**src/verilog/tws_pkg.sv**
```systemverilog
// Constants, state codes and register map for the table-write, test-skip
// and xor-literal execution block.
// Assumes a single 100 MHz clock and APB with 32-bit data.
//
// Operation
// [RULE1] Table write copies the latch byte to the pointed holding location, flags untouched
// [RULE2] Table write low two opcode bits pick none, post-inc, post-dec, pre-inc
// [RULE3] Post-increment writes at the old pointer, then advances the pointer
// [RULE4] Pre-increment advances first, writes at the new address only
// [RULE5] Test-skip on zero discards the fetched next word, one extra cycle
// [RULE6] Skipping a two-word instruction costs two extra cycles, three total
// [RULE7] Bank bit clear uses access bank, set uses the bank selector
// [RULE8] Bank clear, extension on, address up to 95 gives indexed literal offset
// [RULE9] Xor-literal: accumulator xor immediate back into the accumulator
// [RULE10] Xor-literal updates only negative and zero flags
// [RULE11] Xor-literal decoded from the upper opcode byte, immediate in low byte
// [RULE12] Table pointer is 21 bits, byte addressed, bit 0 picks the word byte
`default_nettype none

package tws_pkg;
	// ------------------------------------------------------------
	// Opcodes and widths
	// ------------------------------------------------------------
	localparam int TP_WIDTH = 21;
	localparam int RF_AW = 12;
	localparam logic [7:0] XOR_OPC = 8'h0a;
	localparam logic [6:0] TST_OPC = 7'h33;
	localparam logic [13:0] TBL_OPC = 14'h0003;
	localparam logic [1:0] TM_NONE = 2'h0;
	localparam logic [1:0] TM_POST_INC = 2'h1;
	localparam logic [1:0] TM_POST_DEC = 2'h2;
	localparam logic [1:0] TM_PRE_INC = 2'h3;
	localparam logic [7:0] INDEX_MAX = 8'h5f;
	localparam logic [7:0] ACC_SPLIT = 8'h60;
	localparam logic [3:0] ACC_HI_BANK = 4'hf;
	// ------------------------------------------------------------
	// Status bits
	// ------------------------------------------------------------
	localparam int ST_Z = 2;
	localparam int ST_N = 4;
	// ------------------------------------------------------------
	// Register map and reset values
	// ------------------------------------------------------------
	localparam logic [7:0] OFS_ACC = 8'h00;
	localparam logic [7:0] OFS_STATUS = 8'h04;
	localparam logic [7:0] OFS_POINTER = 8'h08;
	localparam logic [7:0] OFS_LATCH = 8'h0c;
	localparam logic [7:0] OFS_BANK = 8'h10;
	localparam logic [7:0] OFS_CTRL = 8'h14;
	localparam logic [7:0] RST_BYTE = 8'h00;
	localparam logic [20:0] RST_PTR = 21'h00_0000;
	localparam logic [3:0] RST_BANK = 4'h0;
	// ------------------------------------------------------------
	// Sequencer states
	// ------------------------------------------------------------
	typedef enum logic [6:0] {
		S_IDLE = 7'b000_0001,
		S_XOR = 7'b000_0010,
		S_TST = 7'b000_0100,
		S_TBL1 = 7'b000_1000,
		S_TBL2 = 7'b001_0000,
		S_NOP2 = 7'b010_0000,
		S_NOP1 = 7'b100_0000
	} tws_state_t;
endpackage : tws_pkg

`default_nettype wire
```
**src/verilog/tws_core.sv**
```systemverilog
// Execution sequencer for table write, test-and-skip and xor-literal,
// with an APB register slave for accumulator, status, pointer, latch, bank and control.
// Assumes the register file answers I_RF_DATA in the same cycle as
// O_RF_ADDR, and the fetch unit holds I_INSTR until accepted.
//
// Chosen here: the APB slave port and the register addresses.
`default_nettype none

module tws_core
	import tws_pkg::*;
(
	input wire logic I_CLOCK,
	input wire logic I_SRST,
	input wire logic I_PSEL,
	input wire logic I_PENABLE,
	input wire logic I_PWRITE,
	input wire logic [7:0] I_PADDR,
	input wire logic [31:0] I_PWDATA,
	output logic [31:0] O_PRDATA,
	output logic O_PREADY,
	output logic O_PSLVERR,
	input wire logic I_INSTR_VALID,
	input wire logic [15:0] I_INSTR,
	input wire logic I_NEXT_TWO_WORD,
	output logic O_INSTR_READY,
	output logic [11:0] O_RF_ADDR,
	input wire logic [7:0] I_RF_DATA,
	input wire logic [11:0] I_INDEX_BASE,
	output logic O_HOLD_WE,
	output logic [20:0] O_HOLD_ADDR,
	output logic [7:0] O_HOLD_DATA,
	output logic O_DISCARD
);
	// ------------------------------------------------------------
	// State
	// ------------------------------------------------------------
	tws_state_t state;
	tws_state_t next_state;
	logic [7:0] acc;
	logic [7:0] status;
	logic [20:0] ptr;
	logic [7:0] latch;
	logic [3:0] bank_selector;
	logic ext_en;
	logic [7:0] op_k;
	logic [1:0] op_mode;
	logic op_two;

	// Instruction decode
	wire accept = I_INSTR_VALID & O_INSTR_READY;
	wire is_xor = (I_INSTR[15:8] == XOR_OPC); // RULE11
	wire is_tst = (I_INSTR[15:9] == TST_OPC);
	wire is_tbl = (I_INSTR[15:2] == TBL_OPC);
	wire tst_a = I_INSTR[8];
	wire [7:0] tst_f = I_INSTR[7:0];

	// Operand address: indexed, banked or access bank
	wire use_index = ~tst_a & ext_en & (tst_f <= INDEX_MAX); // RULE8
	wire [11:0] idx_addr = I_INDEX_BASE + {4'h0, tst_f}; // RULE8
	wire [3:0] acc_hi = (tst_f >= ACC_SPLIT) ? ACC_HI_BANK : 4'h0;
	wire [11:0] bank_addr = tst_a ? {bank_selector, tst_f} : {acc_hi, tst_f}; // RULE7
	wire [11:0] rf_addr = use_index ? idx_addr : bank_addr;

	// Xor result and test-skip zero detect
	wire [7:0] xor_res = acc ^ op_k; // RULE9
	wire tst_zero = (I_RF_DATA == RST_BYTE);

	// Table pointer arithmetic, byte address over the full width
	wire [20:0] ptr_inc = ptr + 21'h00_0001; // RULE12
	wire [20:0] ptr_dec = ptr - 21'h00_0001;
	wire [20:0] wr_addr = (op_mode == TM_PRE_INC) ? ptr_inc : ptr; // RULE4
	wire [20:0] next_ptr = (op_mode == TM_NONE) ? ptr : (op_mode == TM_POST_DEC) ? ptr_dec
		: ptr_inc; // RULE2

	// ------------------------------------------------------------
	// APB decode
	// ------------------------------------------------------------
	wire apb_acc = I_PSEL & I_PENABLE & ~O_PREADY;
	wire apb_wr = I_PSEL & I_PENABLE & O_PREADY & I_PWRITE;
	wire hit_acc = (I_PADDR == OFS_ACC);
	wire hit_st = (I_PADDR == OFS_STATUS);
	wire hit_ptr = (I_PADDR == OFS_POINTER);
	wire hit_lat = (I_PADDR == OFS_LATCH);
	wire hit_bank = (I_PADDR == OFS_BANK);
	wire hit_ctrl = (I_PADDR == OFS_CTRL);
	wire hit_any = hit_acc | hit_st | hit_ptr | hit_lat | hit_bank | hit_ctrl;
	wire hw_acc = (state == S_XOR);
	wire hw_ptr = (state == S_TBL1);
	wire [31:0] rd_mux = hit_acc ? {24'h00_0000, acc}
		: hit_st ? {24'h00_0000, status}
		: hit_ptr ? {11'h000, ptr}
		: hit_lat ? {24'h00_0000, latch}
		: hit_bank ? {28'h000_0000, bank_selector}
		: hit_ctrl ? {31'h0000_0000, ext_en}
		: 32'h0000_0000;

	// Bus answer: one wait state, unmapped offsets flag an error
	always_ff @(posedge I_CLOCK)
	begin
		if (I_SRST)
		begin
			O_PREADY <= 1'b0;
			O_PSLVERR <= 1'b0;
			O_PRDATA <= 32'h0000_0000;
		end
		else
		begin
			O_PREADY <= apb_acc;
			O_PSLVERR <= apb_acc & ~hit_any;
			O_PRDATA <= apb_acc ? rd_mux : 32'h0000_0000;
		end
	end

	// Software writes; the sequencer wins a clash so no result is lost
	always_ff @(posedge I_CLOCK)
	begin
		if (I_SRST)
		begin
			latch <= RST_BYTE;
			bank_selector <= RST_BANK;
			ext_en <= 1'b0;
		end
		else if (apb_wr)
		begin
			if (hit_lat)
				latch <= I_PWDATA[7:0];
			if (hit_bank)
				bank_selector <= I_PWDATA[3:0];
			if (hit_ctrl)
				ext_en <= I_PWDATA[0];
		end
	end

	// ------------------------------------------------------------
	// Sequencer
	// ------------------------------------------------------------
	always_comb
	begin
		next_state = state;
		case (state)
			S_IDLE:
			begin
				if (accept && is_xor)
					next_state = S_XOR;
				else if (accept && is_tst)
					next_state = S_TST;
				else if (accept && is_tbl)
					next_state = S_TBL1;
			end
			S_TST:
			begin
				if (!tst_zero)
					next_state = S_IDLE;
				else if (op_two)
					next_state = S_NOP2; // RULE6
				else
					next_state = S_NOP1; // RULE5
			end
			S_TBL1:
				next_state = S_TBL2;
			S_NOP2:
				next_state = S_NOP1;
			default:
				next_state = S_IDLE;
		endcase
	end

	// Operand capture at accept; unknown opcodes fall through idle
	always_ff @(posedge I_CLOCK)
	begin
		if (I_SRST)
		begin
			state <= S_IDLE;
			O_INSTR_READY <= 1'b0;
			op_k <= RST_BYTE;
			op_mode <= TM_NONE;
			op_two <= 1'b0;
			O_RF_ADDR <= 12'h000;
		end
		else
		begin
			state <= next_state;
			O_INSTR_READY <= (next_state == S_IDLE);
			if (accept)
			begin
				op_k <= I_INSTR[7:0]; // RULE11
				op_mode <= I_INSTR[1:0]; // RULE2
				op_two <= I_NEXT_TWO_WORD;
				O_RF_ADDR <= rf_addr;
			end
		end
	end

	// Accumulator and flags; only N and Z move on xor
	always_ff @(posedge I_CLOCK)
	begin
		if (I_SRST)
		begin
			acc <= RST_BYTE;
			status <= RST_BYTE;
		end
		else if (hw_acc)
		begin
			acc <= xor_res; // RULE9
			status[ST_N] <= xor_res[7]; // RULE10
			status[ST_Z] <= (xor_res == RST_BYTE); // RULE10
		end
		else if (apb_wr)
		begin
			if (hit_acc)
				acc <= I_PWDATA[7:0];
			if (hit_st)
				status <= I_PWDATA[7:0];
		end
	end

	// Table write: holding write strobes during the second cycle
	always_ff @(posedge I_CLOCK)
	begin
		if (I_SRST)
		begin
			ptr <= RST_PTR;
			O_HOLD_WE <= 1'b0;
			O_HOLD_ADDR <= RST_PTR;
			O_HOLD_DATA <= RST_BYTE;
		end
		else
		begin
			O_HOLD_WE <= hw_ptr; // RULE1
			if (hw_ptr)
			begin
				O_HOLD_ADDR <= wr_addr; // RULE3 RULE4
				O_HOLD_DATA <= latch; // RULE1
				ptr <= next_ptr; // RULE3
			end
			else if (apb_wr && hit_ptr)
				ptr <= I_PWDATA[20:0];
		end
	end

	// Discard pulse for the already fetched word
	always_ff @(posedge I_CLOCK)
	begin
		if (I_SRST)
			O_DISCARD <= 1'b0;
		else
			O_DISCARD <= (state == S_TST) & tst_zero; // RULE5
	end
endmodule : tws_core

`default_nettype wire

```
**config.mk**
```make
export PLATFORM = sky130hd
export DESIGN_NAME = tws_core
export DESIGN_NICKNAME = d
export VERILOG_FILES = /design/src/verilog/tws_pkg.sv /design/src/verilog/tws_core.sv
export SDC_FILE = /design/constraint.sdc
export NUM_CORES = 1
export LEC_CHECK = 0
export BUFFER_PORTS_ARGS = -buffer_cell sky130_fd_sc_hd__buf_2
export CAP_MARGIN = 10
export CORE_MARGIN = 1
export CORE_UTILIZATION = 54
export DETAILED_ROUTE_END_ITERATION = 10
export GPL_ROUTABILITY_DRIVEN = 0
export PLACE_DENSITY = 0.87
export SYNTH_ARGS = -nofsm -noshare
export SYNTH_HDL_FRONTEND = slang
export SYNTH_SLANG_ARGS = --single-unit
```
**constraint.sdc**
```tcl
create_clock -name I_CLOCK -period 2.6 [get_ports I_CLOCK]
set_input_delay 0.26 -clock I_CLOCK [delete_from_list [all_inputs] [get_ports I_CLOCK]]
set_output_delay 0.26 -clock I_CLOCK [all_outputs]
set_load 0.02 [all_outputs]
```
==> results.toml <==
[run]
cap_viol_max_count = 0

[setup_path]
cp_max_fo = 12
worstPathRequired_ns = 2.95
cp_common_cell = "buf_4"
critical_path_buf_inv_count = 2
worst_ep_arrival_time_ns = 2.71
end_kind = "flip-flop"
crit_start = "state[3]$_SDFF_PP0_"
cp_top_family = "simple AND/OR/NAND/NOR gates"
cp_cell_sequence = "nor4b_1, buf_4, nand3_1, buf_4, a221oi_1, o21ai_0, a21oi_1"
slowest_stage = "dfxtp_1"
rr_startpoint = "state[3]$_SDFF_PP0_"
slowest_delay_ns = 0.43
critPathLaunchType = "flip-flop"
path_class = "reg2reg"

[yosys]
async_flop_share_pct = 0
synth_edf_count = 0
synth-main-ff-cell = "dfxtp_1"
ys_types = 75
avgSynthCellArea_um2 = 8.17
synth_top_cell_by_area = "dfxtp_1"
synth_warnings = 0
synth_common_cells = "dfxtp_1, nor2_1, nand2_1"
synth_area_mm2 = 0.00696
synth_cells = 852
synth_top_area_share_pct = 38.3
ys_seq_area_share_pct = 38.3
ys_ff_latch = 133
yosysMostFrequentCell = "dfxtp_1"
synth_top_cells_by_area = "dfxtp_1, nor2_1, nand2_1, mux2i_1, a21oi_1"

[timing]
fin_tns_setup_ns = 0
tightest_slew_ns = 0.760
maxSlewHeadroom_pct = 49.3
fin_skew_ns = 0.00788
fmax_mhz = 423
hold_viol = 0
setup_viol = 0
slew_violations = 0
period_share_pct = 91.0
min_period_ns = 2.37
rsz0062_at_grt = "false"

[worst_hold_path]
worstHoldStart = "I_NEXT_TWO_WORD"
min_path_type = "in2reg"

[global_routing]
grt_pass1_wl_mm = 31.6
grt_usage_pct = 30.7
grt_start_max_net_pins = 71
grt_overflow_total = 0
antenna_found_initial = 0
grt_pass1_vias = 6454

[placement]
hpwlAfterDp_mm = 14.0
dpl_cell_area_mm2 = 0.00780
io_buffers = 138
dp_cells = 1130

[route]
drc = 0
detail_route.first_pass.iterations = 5
drt_iter0_markers = 814
vias = 7125
via_per_inst = 6.13
wl_mm = 20.1
ant_nets = 0
avgRoutedWirePerCell_um = 17.3

[die]
die_w_um = 116
placementRows = 41
initial_utilization_pct = 55.4
io_pins = 161
core_area_mm2 = 0.0126
die_h_um = 116
dieArea_mm2 = 0.0133

[clock_tree]
cts_root_buf = "clkbuf_16"
cts_sinks = 133
cts_htree_levels = 4
cts_tree = "yes"
cts_resized = 0
clock_path_buffers = 2
cts_setup_buffers = 0
cts_buffers = 17
clk_latency_ns = 0.42
cts_hold_buf = 0
clk_transition_reported_paths_ns = 0.06

[layout]
drive_gt1_share_pct = 22.8
final_nets = 1071
utilization_pct = 67.1
area_growth_pct = 21.2
fill_cells = 1013
stdcell_area_mm2 = 0.00843
num_antenna_cells = 0
finalNonFillerCells = 1162

[power]
p_leak_uw = 0.00359
peakVddDrop_uv = 458
power_uw = 5050
p_per_area_mw_per_mm2 = 599

[status]
status = "completed"
-- state kept, by name, summed over array words and instances (netlist names), 4 cells and up --
name / cells
O_RF_ADDR: 12
acc: 8
op_k: 8
state: 7
latch: 8
ptr: 21
O_HOLD_DATA: 8
O_HOLD_ADDR: 21
bank_selector: 4
status: 8
O_PRDATA: 21
-- power by group --
| part | leakage, uW | internal, uW | switching, uW | total, uW |
|---|---|---|---|---|
| combinational | 0.00220 | 155 | 250 | 405 |
| clock | 0.000310 | 1650 | 915 | 2570 |
| sequential | 0.00107 | 2060 | 20.1 | 2080 |
-- through the flow --
| step | setup slack [ns] | hold slack (ns) |
|---|---|---|
| 2_1_floorplan | 0.355 | 0.360 |
| 4_1_cts | 0.316 | 0.0829 |
| 6_report | 0.235 | 0.0975 |
| 3_5_place_dp | 0.201 | 0.443 |
| 3_3_place_gp | 0.218 | 0.440 |
| 5_1_grt | 0.165 | 0.131 |
-- worst min-delay path, delay by kind of cell --
kind	cells	cell delay, ns
compound gates	1	0.05
buf+inv	1	0.10
simple gates	1	0.06
-- cells in the final DEF (no fill, tap or decap), types with 13 or more instances in the layout --
cell type / synthesis / routed
a211oi_1: 25 / 25
a21oi_1: 63 / 63
and2_1: 17 / 16
buf_2: 3 / 138
buf_4: 11 / 32
clkbuf_16: 0 / 17
dfxtp_1: 133 / 133
inv_1: 14 / 14
mux2i_1: 32 / 32
nand2_1: 87 / 87
nand3_1: 16 / 16
nand4_1: 13 / 13
nor2_1: 91 / 91
nor3_1: 25 / 25
nor4_1: 15 / 15
o21ai_0: 40 / 40
xnor2_1: 25 / 25
xor2_1: 13 / 13
-- final timing paths --
kind,cells after the start,endpoint,slack [ns]
worst min register to register,2,O_HOLD_DATA[2]$_SDFFE_PP0P_,0.45
worst max-delay path,7,ptr[16]$_SDFFE_PP0P_,0.23
worst max register to register,7,ptr[16]$_SDFFE_PP0P_,0.23
worst min-delay path,3,op_two$_SDFFE_PP0P_,0.1
-- logic make-up (layout without fill, tap and decap cells) --
| family | Yosys count | after routing | synth area share (%) |
|---|---|---|---|
| flops | 133 | 133 | 38.3 |
| buf+inv | 89 | 217 | 5.79 |
| xor+xnor | 38 | 38 | 4.78 |
| other cells | 1 | 11 | 0.0539 |
| fa+ha+maj | 11 | 11 | 2.09 |
| simple gates | 324 | 324 | 23.2 |
| compound gates | 222 | 222 | 20.9 |
| mux | 34 | 34 | 4.93 |
-- layer usage --
metal | GRT usage (%) | wire [um]
met5 | 0 | 0
met4 | 15.5 | 696
met3 | 6.01 | 1970
met2 | 52.1 | 9680
met1 | 37.0 | 7790
-- cell type report --
type	count	area [um2]	share of cell area, %
Tap cell	172	215	2.55
Sequential cell	133	2660	31.6
Multi-Input combinational cell	640	3930	46.6
Inverter	15	56.3	0.668
Clock inverter	12	178	2.11
Clock buffer	20	457	5.42
Timing Repair Buffer	170	931	11.0
No activity file was read; power rests on OpenSTA's default activity.
